==> config.mk <==
export PLATFORM = sky130hd
export DESIGN_NAME = pct_channel
export DESIGN_NICKNAME = d
export VERILOG_FILES = /design/src/rtl/pct_pkg.sv /design/src/rtl/pct_channel.sv /design/src/rtl/pct_tick_gen.sv /design/src/rtl/pct_axil_slave.sv
export SDC_FILE = /design/constraint.sdc
export NUM_CORES = 1
export LEC_CHECK = 0
export ABC_AREA = 1
export BUFFER_PORTS_ARGS = -buffer_cell sky130_fd_sc_hd__buf_4
export CAP_MARGIN = 10
export CORE_UTILIZATION = 56
export CTS_BUF_LIST = sky130_fd_sc_hd__clkbuf_8
export CTS_CLUSTER_SIZE = 30
export DETAILED_ROUTE_END_ITERATION = 10
export PLACE_DENSITY = 0.9
export SYNTH_ARGS = -nofsm -noshare
export SYNTH_HDL_FRONTEND = slang
export SYNTH_SLANG_ARGS = --single-unit
export TNS_END_PERCENT = 5
==> constraint.sdc <==
create_clock -name aclk -period 4.34 [get_ports aclk]
set_input_delay 0.868 -clock aclk [delete_from_list [all_inputs] [get_ports aclk]]
set_output_delay 0.868 -clock aclk [all_outputs]
set_load 0.1 [all_outputs]
==> src/rtl/pct_pkg.sv <==
package pct_pkg;

    // ------------------------------------------------------------
    // register map (byte addresses, one aligned word each)
    // ------------------------------------------------------------
    localparam logic [7:0] ADDR_CTRL     = 8'h00;
    localparam logic [7:0] ADDR_CLKSEL   = 8'h04;
    localparam logic [7:0] ADDR_PERIOD   = 8'h08;
    localparam logic [7:0] ADDR_DUTY     = 8'h0c;
    localparam logic [7:0] ADDR_COUNT    = 8'h10;
    localparam logic [7:0] ADDR_STATUS   = 8'h14;
    localparam logic [7:0] ADDR_DIV_A    = 8'h18;
    localparam logic [7:0] ADDR_DIV_B    = 8'h1c;

    // ------------------------------------------------------------
    // control field positions
    // ------------------------------------------------------------
    localparam int CTRL_RUN_POS   = 0;
    localparam int CTRL_LEVEL_POS = 1;
    localparam int CTRL_ALIGN_POS = 2;

    // ------------------------------------------------------------
    // reset values
    // ------------------------------------------------------------
    localparam logic [7:0] PERIOD_RST = 8'hff;
    localparam logic [7:0] DUTY_RST   = 8'hff;
    localparam logic [7:0] COUNT_RST  = 8'h00;
    localparam logic [7:0] DIV_RST    = 8'h00;
    localparam logic [1:0] CLKSEL_RST = 2'h0;

    localparam logic [1:0] RESP_OKAY   = 2'h0;
    localparam logic [1:0] RESP_SLVERR = 2'h2;

    // ------------------------------------------------------------
    // types
    // ------------------------------------------------------------
    typedef enum logic [3:0] {
        CLK_A  = 4'h1,
        CLK_B  = 4'h2,
        CLK_SA = 4'h4,
        CLK_SB = 4'h8
    } pct_clksel_t;

    typedef struct packed {
        logic       run;
        logic       level;
        logic       align;
        logic [7:0] period;
        logic [7:0] duty;
    } pct_cfg_t;

    typedef struct packed {
        logic       wr_count;
        logic       wr_period;
        logic       wr_duty;
    } pct_wstb_t;

endpackage : pct_pkg

==> src/rtl/pct_channel.sv <==
`timescale 1ns/10ps
`default_nettype none
// What this block does
// RULE1 - one channel: own 8-bit counter, period and duty; period and duty matches
// RULE2 - run bit enables output at once; waveform starts on next selected tick
// RULE3 - clock gated by run bit via edge-synchronising stage, no partial ticks
// RULE4 - run clear holds count; re-enable resumes from the held count
// RULE5 - start-level set: high then low at duty; clear: low then high
// RULE6 - running: period and duty writes buffered until period end, count write, disable
// RULE7 - stopped: period and duty writes go to buffer and active copy at once
// RULE8 - counter readable at any time without disturbing it
// RULE9 - count write clears counter, sets up direction, loads buffers, sets output level
// RULE10 - stopped and period written zero: counter resets on next selected tick
// RULE11 - count write while running starts new period at once from zero
// RULE12 - counter clears at end of each effective period
// RULE13 - duty match toggles output flip-flop; pin follows through start level
// RULE14 - align select bit; clear means left-aligned mode
// RULE15 - left-aligned counts up; period match resets counter, output, loads buffers
// RULE16 - left-aligned runs 0 to period minus 1; frequency is tick rate over period
// RULE17 - software sets alignment before enabling the channel
// RULE18 - software writes counter before run bit for a clean start
// RULE19 - counter clocked by one of four selectable tick rates
// RULE20 - count advances one per enabled tick; period match beats duty match
module pct_channel
    import pct_pkg::*;
(
    input  wire logic        aclk,
    input  wire logic        aresetn,
    input  wire logic [7:0]  s_awaddr,
    input  wire logic        s_awvalid,
    output logic             s_awready,
    input  wire logic [31:0] s_wdata,
    input  wire logic [3:0]  s_wstrb,
    input  wire logic        s_wvalid,
    output logic             s_wready,
    output logic [1:0]       s_bresp,
    output logic             s_bvalid,
    input  wire logic        s_bready,
    input  wire logic [7:0]  s_araddr,
    input  wire logic        s_arvalid,
    output logic             s_arready,
    output logic [31:0]      s_rdata,
    output logic [1:0]       s_rresp,
    output logic             s_rvalid,
    input  wire logic        s_rready,
    output logic             pwm_out
);
    // ------------------------------------------------------------
    // bus slave and tick source
    // ------------------------------------------------------------
    logic        wr_en;
    logic [7:0]  wr_addr, rd_addr;
    logic [31:0] wr_data, rd_data;
    logic [3:0]  wr_strb;
    logic        rd_hit, wr_hit;
    logic        tick;
    logic [7:0]  div_a_q, div_a_d, div_b_q, div_b_d;
    logic [1:0]  clksel_q, clksel_d;

    function automatic logic addr_ok(input logic [7:0] a);
        addr_ok = (a == ADDR_CTRL) || (a == ADDR_CLKSEL) || (a == ADDR_PERIOD) ||
                  (a == ADDR_DUTY) || (a == ADDR_COUNT) || (a == ADDR_STATUS) ||
                  (a == ADDR_DIV_A) || (a == ADDR_DIV_B);
    endfunction : addr_ok

    assign rd_hit = addr_ok(rd_addr);
    assign wr_hit = addr_ok(wr_addr);

    pct_axil_slave u_bus (
        .aclk      (aclk),
        .aresetn   (aresetn),
        .s_awaddr  (s_awaddr),
        .s_awvalid (s_awvalid),
        .s_awready (s_awready),
        .s_wdata   (s_wdata),
        .s_wstrb   (s_wstrb),
        .s_wvalid  (s_wvalid),
        .s_wready  (s_wready),
        .s_bresp   (s_bresp),
        .s_bvalid  (s_bvalid),
        .s_bready  (s_bready),
        .s_araddr  (s_araddr),
        .s_arvalid (s_arvalid),
        .s_arready (s_arready),
        .s_rdata   (s_rdata),
        .s_rresp   (s_rresp),
        .s_rvalid  (s_rvalid),
        .s_rready  (s_rready),
        .wr_en     (wr_en),
        .wr_addr   (wr_addr),
        .wr_data   (wr_data),
        .wr_strb   (wr_strb),
        .rd_addr   (rd_addr),
        .rd_data   (rd_data),
        .rd_hit    (rd_hit),
        .wr_hit    (wr_hit)
    );

    pct_tick_gen u_tick ( // RULE19
        .aclk    (aclk),
        .aresetn (aresetn),
        .div_a   (div_a_q),
        .div_b   (div_b_q),
        .sel     (clksel_q),
        .tick    (tick)
    );

    // ------------------------------------------------------------
    // software-visible state
    // ------------------------------------------------------------
    pct_cfg_t   cfg_q, cfg_d;          // cfg.period/duty are the buffers
    pct_wstb_t  wstb;
    logic [7:0] per_act_q, per_act_d;
    logic [7:0] dty_act_q, dty_act_d;
    logic [7:0] cnt_q, cnt_d;
    logic       ff_q, ff_d;            // output flip-flop, 0 = start state
    logic       up_q, up_d;
    logic       gate_q, gate_d;        // run bit resampled on a tick edge
    logic       zero_pend_q, zero_pend_d;
    logic       pwm_q, pwm_d;
    logic       lo_en;

    assign lo_en = wr_en && wr_strb[0];
    assign wstb.wr_count  = lo_en && (wr_addr == ADDR_COUNT);
    assign wstb.wr_period = lo_en && (wr_addr == ADDR_PERIOD);
    assign wstb.wr_duty   = lo_en && (wr_addr == ADDR_DUTY);

    always_comb begin
        cfg_d    = cfg_q;
        div_a_d  = div_a_q;
        div_b_d  = div_b_q;
        clksel_d = clksel_q;
        if (lo_en) begin
            case (wr_addr)
                ADDR_CTRL: begin
                    cfg_d.run   = wr_data[CTRL_RUN_POS];
                    cfg_d.level = wr_data[CTRL_LEVEL_POS];
                    cfg_d.align = wr_data[CTRL_ALIGN_POS]; // RULE14
                end
                ADDR_CLKSEL: clksel_d = wr_data[1:0];
                ADDR_PERIOD: cfg_d.period = wr_data[7:0];
                ADDR_DUTY:   cfg_d.duty   = wr_data[7:0];
                ADDR_DIV_A:  div_a_d = wr_data[7:0];
                ADDR_DIV_B:  div_b_d = wr_data[7:0];
                default:     cfg_d = cfg_q;
            endcase
        end
    end

    // count is read straight from the register, reading has no side effect
    always_comb begin
        case (rd_addr)
            ADDR_CTRL:   rd_data = {29'h0, cfg_q.align, cfg_q.level, cfg_q.run};
            ADDR_CLKSEL: rd_data = {30'h0, clksel_q};
            ADDR_PERIOD: rd_data = {24'h0, cfg_q.period};
            ADDR_DUTY:   rd_data = {24'h0, cfg_q.duty};
            ADDR_COUNT:  rd_data = {24'h0, cnt_q}; // RULE8
            ADDR_STATUS: rd_data = {14'h0, gate_q, pwm_q, dty_act_q, per_act_q};
            ADDR_DIV_A:  rd_data = {24'h0, div_a_q};
            ADDR_DIV_B:  rd_data = {24'h0, div_b_q};
            default:     rd_data = 32'h0000_0000;
        endcase
    end

    // ------------------------------------------------------------
    // channel timer
    // ------------------------------------------------------------
    // left-aligned logic only; with align set the counter still runs
    // left-aligned, so align changes while running leave the cycles unchanged
    always_comb begin
        per_act_d   = per_act_q;
        dty_act_d   = dty_act_q;
        cnt_d       = cnt_q;
        ff_d        = ff_q;
        up_d        = up_q;
        gate_d      = gate_q;
        zero_pend_d = zero_pend_q;
        if (tick) begin
            gate_d = cfg_q.run; // RULE3
        end
        if (!cfg_q.run || !gate_q) begin
            // disabled: buffers go straight to active copies
            if (!cfg_q.run) begin
                per_act_d = cfg_q.period; // RULE6
                dty_act_d = cfg_q.duty;
            end
            // clear before set, so a zero write on a tick stays pending
            if (tick && zero_pend_q) begin
                cnt_d       = 8'h00; // RULE10
                zero_pend_d = 1'b0;
            end
            if (wstb.wr_period && !cfg_q.run) begin
                per_act_d = wr_data[7:0]; // RULE7
                if (wr_data[7:0] == 8'h00) begin
                    zero_pend_d = 1'b1;
                end
            end
            if (wstb.wr_duty && !cfg_q.run) begin
                dty_act_d = wr_data[7:0]; // RULE7
            end
        end else if (tick) begin
            up_d = 1'b1; // RULE15
            if (per_act_q != 8'h00 && cnt_q + 8'h01 >= per_act_q) begin
                cnt_d     = 8'h00; // RULE12 RULE16
                ff_d      = 1'b0;  // RULE15 RULE20
                per_act_d = cfg_q.period;
                dty_act_d = cfg_q.duty;
            end else if (per_act_q != 8'h00) begin
                cnt_d = cnt_q + 8'h01; // RULE20 RULE4
                if (cnt_q + 8'h01 == dty_act_q) begin
                    ff_d = ~ff_q; // RULE13
                end
            end
        end
        if (wstb.wr_count) begin
            cnt_d       = 8'h00; // RULE9 RULE11
            up_d        = 1'b1;
            per_act_d   = cfg_q.period;
            dty_act_d   = cfg_q.duty;
            ff_d        = 1'b0;
            zero_pend_d = 1'b0;
        end
    end

    // output: start level while running with flip-flop clear; duty 0 flips at once, period 0 forces the other level
    always_comb begin
        logic phase;
        phase = ff_d ^ (cfg_d.run && dty_act_d == 8'h00 && per_act_d != 8'h00);
        if (per_act_d == 8'h00) begin
            phase = 1'b1;
        end
        pwm_d = cfg_d.run ? (cfg_d.level ^ phase) : 1'b0; // RULE2 RULE5 RULE1
    end

    always_ff @(posedge aclk) begin
        if (!aresetn) begin
            cfg_q       <= '{run: 1'b0, level: 1'b0, align: 1'b0, period: PERIOD_RST, duty: DUTY_RST};
            div_a_q     <= DIV_RST;
            div_b_q     <= DIV_RST;
            clksel_q    <= CLKSEL_RST;
            per_act_q   <= PERIOD_RST;
            dty_act_q   <= DUTY_RST;
            cnt_q       <= COUNT_RST;
            ff_q        <= 1'b0;
            up_q        <= 1'b1;
            gate_q      <= 1'b0;
            zero_pend_q <= 1'b0;
            pwm_q       <= 1'b0;
        end else begin
            cfg_q       <= cfg_d;
            div_a_q     <= div_a_d;
            div_b_q     <= div_b_d;
            clksel_q    <= clksel_d;
            per_act_q   <= per_act_d;
            dty_act_q   <= dty_act_d;
            cnt_q       <= cnt_d;
            ff_q        <= ff_d;
            up_q        <= up_d;
            gate_q      <= gate_d;
            zero_pend_q <= zero_pend_d;
            pwm_q       <= pwm_d;
        end
    end

    assign pwm_out = pwm_q;

    // ------------------------------------------------------------
    // checks
    // ------------------------------------------------------------
    property p_hold;
        @(posedge aclk) disable iff (!aresetn)
        (!cfg_q.run && !wstb.wr_count && !zero_pend_q) |=> $stable(cnt_q);
    endproperty
    a_hold: assert property (p_hold) else $error("count moved while stopped"); // RULE4

    property p_cnt_clear;
        @(posedge aclk) disable iff (!aresetn)
        wstb.wr_count |=> (cnt_q == 8'h00 && up_q && per_act_q == $past(cfg_q.period));
    endproperty
    a_cnt_clear: assert property (p_cnt_clear) else $error("count write did not reset"); // RULE9

    property p_period_end;
        @(posedge aclk) disable iff (!aresetn)
        (tick && cfg_q.run && gate_q && !wstb.wr_count && per_act_q != 8'h00
         && cnt_q == per_act_q - 8'h01) |=> (cnt_q == 8'h00 && !ff_q);
    endproperty
    a_period_end: assert property (p_period_end) else $error("period end missed"); // RULE12

    property p_below;
        @(posedge aclk) disable iff (!aresetn)
        (cfg_q.run && gate_q && per_act_q != 8'h00 && cnt_q < per_act_q) |=> (cnt_q < per_act_q || cnt_q == 8'h00
         || $changed(per_act_q));
    endproperty
    a_below: assert property (p_below) else $error("count passed period"); // RULE16

    property p_step;
        @(posedge aclk) disable iff (!aresetn)
        (!tick && !wstb.wr_count && gate_q && cfg_q.run) |=> $stable(cnt_q);
    endproperty
    a_step: assert property (p_step) else $error("count moved without tick"); // RULE20

    property p_direct;
        @(posedge aclk) disable iff (!aresetn)
        (wstb.wr_duty && !cfg_q.run) |=> (dty_act_q == $past(wr_data[7:0]));
    endproperty
    a_direct: assert property (p_direct) else $error("stopped duty write not direct"); // RULE7

    property p_buffered;
        @(posedge aclk) disable iff (!aresetn)
        (cfg_q.run && gate_q && !tick && !wstb.wr_count) |=> $stable(per_act_q);
    endproperty
    a_buffered: assert property (p_buffered) else $error("active period changed mid period"); // RULE6

    property p_start_level;
        @(posedge aclk) disable iff (!aresetn)
        (wstb.wr_count && cfg_q.run && cfg_q.duty != 8'h00 && cfg_q.period != 8'h00)
        |=> (pwm_q == cfg_q.level);
    endproperty
    a_start_level: assert property (p_start_level) else $error("output not at start level"); // RULE5 RULE11
endmodule : pct_channel
`default_nettype wire

==> src/rtl/pct_tick_gen.sv <==
`timescale 1ns/10ps
`default_nettype none
module pct_tick_gen
    import pct_pkg::*;
(
    input  wire logic       aclk,
    input  wire logic       aresetn,
    input  wire logic [7:0] div_a,
    input  wire logic [7:0] div_b,
    input  wire logic [1:0] sel,
    output logic            tick
);
    // ------------------------------------------------------------
    // four selectable tick rates derived from aclk
    // ------------------------------------------------------------
    // a and b divide by div+1; scaled versions divide those by two more
    logic [7:0] cnt_a_q, cnt_a_d, cnt_b_q, cnt_b_d;
    logic       sa_q, sa_d, sb_q, sb_d;
    logic       pa, pb;
    logic       tick_q, tick_d;

    always_comb begin
        pa      = (cnt_a_q == div_a);
        pb      = (cnt_b_q == div_b);
        cnt_a_d = pa ? 8'h00 : cnt_a_q + 8'h01;
        cnt_b_d = pb ? 8'h00 : cnt_b_q + 8'h01;
        sa_d    = pa ? ~sa_q : sa_q;
        sb_d    = pb ? ~sb_q : sb_q;
        case (sel)
            2'h0:    tick_d = pa;
            2'h1:    tick_d = pb;
            2'h2:    tick_d = pa & sa_q;
            2'h3:    tick_d = pb & sb_q;
            default: tick_d = 1'b0;
        endcase
    end

    always_ff @(posedge aclk) begin
        if (!aresetn) begin
            cnt_a_q <= 8'h00;
            cnt_b_q <= 8'h00;
            sa_q    <= 1'b0;
            sb_q    <= 1'b0;
            tick_q  <= 1'b0;
        end else begin
            cnt_a_q <= cnt_a_d;
            cnt_b_q <= cnt_b_d;
            sa_q    <= sa_d;
            sb_q    <= sb_d;
            tick_q  <= tick_d;
        end
    end

    assign tick = tick_q;
endmodule : pct_tick_gen
`default_nettype wire

==> src/rtl/pct_axil_slave.sv <==
`timescale 1ns/10ps
`default_nettype none
module pct_axil_slave
    import pct_pkg::*;
(
    input  wire logic        aclk,
    input  wire logic        aresetn,
    input  wire logic [7:0]  s_awaddr,
    input  wire logic        s_awvalid,
    output logic             s_awready,
    input  wire logic [31:0] s_wdata,
    input  wire logic [3:0]  s_wstrb,
    input  wire logic        s_wvalid,
    output logic             s_wready,
    output logic [1:0]       s_bresp,
    output logic             s_bvalid,
    input  wire logic        s_bready,
    input  wire logic [7:0]  s_araddr,
    input  wire logic        s_arvalid,
    output logic             s_arready,
    output logic [31:0]      s_rdata,
    output logic [1:0]       s_rresp,
    output logic             s_rvalid,
    input  wire logic        s_rready,
    output logic             wr_en,
    output logic [7:0]       wr_addr,
    output logic [31:0]      wr_data,
    output logic [3:0]       wr_strb,
    output logic [7:0]       rd_addr,
    input  wire logic [31:0] rd_data,
    input  wire logic        rd_hit,
    input  wire logic        wr_hit
);
    // ------------------------------------------------------------
    // write path: catch address and data in either order
    // ------------------------------------------------------------
    logic        aw_q, aw_d, w_q, w_d, b_q, b_d;
    logic [7:0]  awa_q, awa_d;
    logic [31:0] wd_q, wd_d;
    logic [3:0]  ws_q, ws_d;
    logic [1:0]  br_q, br_d;
    logic        we_q, we_d;
    logic        ar_q, ar_d, r_q, r_d;
    logic [31:0] rd_q, rd_d;
    logic [1:0]  rr_q, rr_d;
    logic [7:0]  ra_q, ra_d;
    logic        awrdy_q, awrdy_d, wrdy_q, wrdy_d, arrdy_q, arrdy_d;

    always_comb begin
        aw_d  = aw_q;
        w_d   = w_q;
        b_d   = b_q;
        awa_d = awa_q;
        wd_d  = wd_q;
        ws_d  = ws_q;
        br_d  = br_q;
        we_d  = 1'b0;
        if (s_awvalid && !aw_q && !b_q) begin
            aw_d  = 1'b1;
            awa_d = s_awaddr;
        end
        if (s_wvalid && !w_q && !b_q) begin
            w_d  = 1'b1;
            wd_d = s_wdata;
            ws_d = s_wstrb;
        end
        // commit one cycle after both halves are held
        if (aw_q && w_q && !b_q) begin
            we_d = 1'b1;
            b_d  = 1'b1;
            br_d = wr_hit ? RESP_OKAY : RESP_SLVERR;
            aw_d = 1'b0;
            w_d  = 1'b0;
        end
        if (b_q && s_bready) begin
            b_d = 1'b0;
        end
        awrdy_d = !aw_d && !b_d;
        wrdy_d  = !w_d && !b_d;
    end

    // ------------------------------------------------------------
    // read path: data sampled one cycle after address is taken
    // ------------------------------------------------------------
    always_comb begin
        ar_d = 1'b0;
        r_d  = r_q;
        rd_d = rd_q;
        rr_d = rr_q;
        ra_d = ra_q;
        if (s_arvalid && !ar_q && !r_q) begin
            ar_d = 1'b1;
            ra_d = s_araddr;
        end
        if (ar_q) begin
            r_d  = 1'b1;
            rd_d = rd_hit ? rd_data : 32'h0000_0000;
            rr_d = rd_hit ? RESP_OKAY : RESP_SLVERR;
        end
        if (r_q && s_rready) begin
            r_d = 1'b0;
        end
        arrdy_d = !ar_d && !r_d;
    end

    always_ff @(posedge aclk) begin
        if (!aresetn) begin
            aw_q  <= 1'b0;
            w_q   <= 1'b0;
            b_q   <= 1'b0;
            awa_q <= 8'h00;
            wd_q  <= 32'h0000_0000;
            ws_q  <= 4'h0;
            br_q  <= RESP_OKAY;
            we_q  <= 1'b0;
            ar_q  <= 1'b0;
            r_q   <= 1'b0;
            rd_q  <= 32'h0000_0000;
            rr_q  <= RESP_OKAY;
            ra_q  <= 8'h00;
            awrdy_q <= 1'b1;
            wrdy_q  <= 1'b1;
            arrdy_q <= 1'b1;
        end else begin
            aw_q  <= aw_d;
            w_q   <= w_d;
            b_q   <= b_d;
            awa_q <= awa_d;
            wd_q  <= wd_d;
            ws_q  <= ws_d;
            br_q  <= br_d;
            we_q  <= we_d;
            ar_q  <= ar_d;
            r_q   <= r_d;
            rd_q  <= rd_d;
            rr_q  <= rr_d;
            ra_q  <= ra_d;
            awrdy_q <= awrdy_d;
            wrdy_q  <= wrdy_d;
            arrdy_q <= arrdy_d;
        end
    end

    // ready only while the holding slot is free, so no handshake is lost
    // registered copies of the free-slot terms, same timing, flop outputs
    assign s_awready = awrdy_q;
    assign s_wready  = wrdy_q;
    assign s_bvalid  = b_q;
    assign s_bresp   = br_q;
    assign s_arready = arrdy_q;
    assign s_rvalid  = r_q;
    assign s_rdata   = rd_q;
    assign s_rresp   = rr_q;
    assign wr_en     = we_q;
    assign wr_addr   = awa_q;
    assign wr_data   = wd_q;
    assign wr_strb   = ws_q;
    assign rd_addr   = ra_q;
endmodule : pct_axil_slave
`default_nettype wire

==> metrics.txt <==
num rows 40; Worst-Margin Slew a little over 1 ns; CP Launch Type flop; multiplexer share of the synthesized area 0.141%; GPL Wtd Cong around 0.97; library cells used by synthesis between 50 and 60; Worst path slowest cell dfxtp_1; Synth Cell Area about 0.0071 mm²; Layout area overhead 11.7%; Vias around 7000; yosys warns 0; layout cell share with drive strength beyond 1 11.7%; Power Total around 2.8 mW; # DRC 0; post-route core utilization 65.2%; worst skew pair latency ~0.45 ns; Core ar. between 0.01 and 0.015 mm²; Finished Layout Cells between 1000 and 1500; Routed Antenna Nets 0; minimum clock period 3.57 ns; clk sinks 138; Setup violations, final 0; largest family of logic cells by synthesized area simple AND/OR/NAND/NOR gates; switching power approximately 760 µW; Worst EP required roughly 4.7 ns; Max Clk Rate between 200 and 300 MHz; Yosys reg bits between 100 and 150; post-synthesis area per instance roughly 7 µm²; crit path capture type flop; Routed WL per cell around 15 µm; initial DRC count 711; maximum VDD drop 0.310 mV; Ports between 100 and 150; pwr dens 348 mW/mm²; Flop pwr share roughly half; CP bufs+invs 0; XOR/XNOR share of the synthesized area 1.23%; fillcell total about 1100; CP cell instances ha_1 -> nand3_1 -> nor2_1 -> nand2_1 -> nand2_1 -> nand2_1 -> ha_1 -> nand2_1 -> nor2_1 -> nand2_1 -> nand2_1 -> nand2_2 -> nor2_1 -> o21ai_0 -> a21boi_1 -> nand2_1 -> nor2_1 -> nand2_1 -> nand3_1 -> nand2_1 -> a21oi_2; Initial Utilization around 60%; GRT Util Overall 29.2%; vias per cell around 5.5; Antenna diodes 0; most frequent CP cell nand2_1; slowest stage delay, CP about 0.46 ns; sequential share of the synthesized area between 30% and 40%; Reg clk slew, reported paths approximately 0.08 ns; P_leak around 3.5 nW; Final period util 82.2%; Max Cap Viol 0; Buffers on Ports 57; ys async rst share 0%; Int Power between 1.5 and 2 mW; Synth Area in Compound Gates between 10% and 20%; Post-Synth Adder-Cell Area under 10%; Die Wd between 100 and 150 µm; cts bufs inserted 17; Crit Path Max Fanout 19; TritonCTS clock tree yes; largest net degree at the start of global routing 80; total global routing overflow 0; number of gates resized after cts 0; critical path type reg2reg; Synth Area in Simple Gates 28.4%; Die Area ~0.013 mm²; Clk pwr share 40.9%; final hold vios 0; Comb pwr share 10.6%; DR pass1 iterations 5; Slew Viols, Final 0; Fin Clk Skew between 0.01 and 0.015 ns; Syn Inst Count about 1000; htree depth 4; Die Y-Extent 115 µm; Root Driver clkbuf_8; Bufs on Longest Clock Path 2; unrepaired setup endpoints after global routing no; Setup TNS 0 ns; delay-heaviest family, CP simple AND/OR/NAND/NOR gates; Tightest Hold Check Type reg2reg; Most used DFF post-synth dfxtp_1; postcts setup bufs 0; hold buffer count at CTS 0; Worst EP arrival 3.96 ns; slew margin rel. between 30% and 40%; placed insts approximately 1200; initial antenna violation count 0; vias in the first global route 6266; post-DP HPWL ~13000 µm; status complete, no violations; nets roughly 1200; first-pass GRT wire length slightly below 30000 µm; total routed wirelength approximately 18000 µm; switch share 27.6%; number of synthesized flops with an enable pin 0
[state kept, by name, summed over array words and instances, names as in the netlist, 2 cells and up]
signal / cells
u_bus.wr_addr: 8
u_tick.cnt_a_q: 8
per_act_q: 8
dty_act_q: 8
u_bus.s_rdata: 18
u_tick.cnt_b_q: 8
cfg_q: 19
clksel_q: 2
cnt_q: 8
div_b_q: 8
u_bus.rd_addr: 8
div_a_q: 8
u_bus.wr_data: 8
[power groups by stage]
stage | Sequential [mW] | Combinational [mW] | Clock (mW)
after floorplan | 1.40 | 0.188 | 0
after global placement | 1.36 | 0.283 | 0
after detailed placement | 1.36 | 0.287 | 0
after CTS | 1.34 | 0.288 | 1.13
after global routing | 1.34 | 0.312 | 1.19
final | 1.34 | 0.291 | 1.13
[final cells by class]
cell class	instances	area [µm²]	area share, %
timing repair buffer	59	443	5.59
inverter	138	518	6.53
clock buffer	21	289	3.64
clock inverter	11	141	1.78
multi-input combinational	728	3570	45.0
tap	168	210	2.65
sequential	138	2760	34.8
[worst min-delay path: stages, from the launching register on]
cell and delay (ns):
dfxtp_1 0.31, nand2_1 0.06, a21oi_1 0.05
[layout by cell type (no fill, tap or decap), types with 2 or more instances in the layout]
master,n
nand2_1,247
dfxtp_1,138
inv_1,132
a21oi_1,101
nor2_1,83
o21ai_0,82
nand3_1,67
buf_4,59
clkbuf_8,21
conb_1,16
o22ai_1,15
nand4_1,11
nor3_1,11
ha_1,11
or2_2,8
xor2_1,6
inv_2,6
nand2_2,5
clkinv_2,5
a22oi_1,4
o211ai_1,4
nor2_4,4
nor4_1,4
o21ai_1,4
xnor2_1,4
o31ai_1,4
nor3b_1,3
nor2_2,3
o21ai_2,3
and2_1,3
bufinv_16,3
a211oi_1,2
nor3_2,2
nand3_2,2
or2_1,2
a31oi_1,2
a21oi_2,2
o221ai_1,2
clkinv_4,2
[cells by family (layout without fill, tap and decap cells)]
| kind of cell | Yosys count | count (layout) |
|---|---|---|
| and+or+nand+nor | 459 | 459 |
| AOI/OAI and AO/OA | 231 | 231 |
| buffers and inverters | 191 | 229 |
| DFF | 138 | 138 |
| adders and majority gates | 11 | 11 |
| xor gates and xnor gates | 10 | 10 |
| other | 1 | 16 |
| muxes | 1 | 1 |
[per-stage QoR]
step	setup WS [ns]	area, µm²	hold slack, ns
5_1_grt	0.374	7930	0.483
2_1_floorplan	1.80	7150	0.423
3_5_place_dp	0.923	7500	0.449
6_report	0.773	7930	0.464
4_1_cts	0.876	7930	0.465
3_3_place_gp	0.976	7500	0.438
[final timing paths]
check / start / end / slack (ns) / cells past startpoint
hold reg to reg: u_bus.s_rdata[4] / u_bus.s_rdata[4] / 0.46 / 2
hold / removal: u_bus.s_rdata[4] / u_bus.s_rdata[4] / 0.46 / 2
setup / recovery: cnt_q[0] / pwm_out / 0.77 / 21
setup reg to reg: cnt_q[0] / pwm_out / 0.77 / 21
[layer usage]
layer  routed length (µm)  vias to the layer above  part of all wire, %  GRT usage [%]
met3                 1610                       73                  8.8           7.25
li1                     -                     3438                    -              -
met1                 7800                     3139                   43           37.1
met5                    0                        -                    0              0
met4                  723                        0                  3.9           14.5
met2                 8200                      342                   45           46.0
[cell usage after synthesis (6+ instances only)]
library cell	number	area share (%)
nand4_1	11	0.97
inv_1	132	7.0
ha_1	11	1.9
o21ai_0	82	5.8
a21oi_1	101	7.1
o22ai_1	15	1.3
clkbuf_1	27	1.4
nor3_1	11	0.78
buf_4	18	1.9
or2_2	8	0.71
nand3_1	67	4.7
xor2_1	6	0.74
dfxtp_1	138	39
nor2_1	83	4.4
nand2_1	247	13
inv_2	6	0.32
No activity file was read; power rests on OpenSTA's default activity.
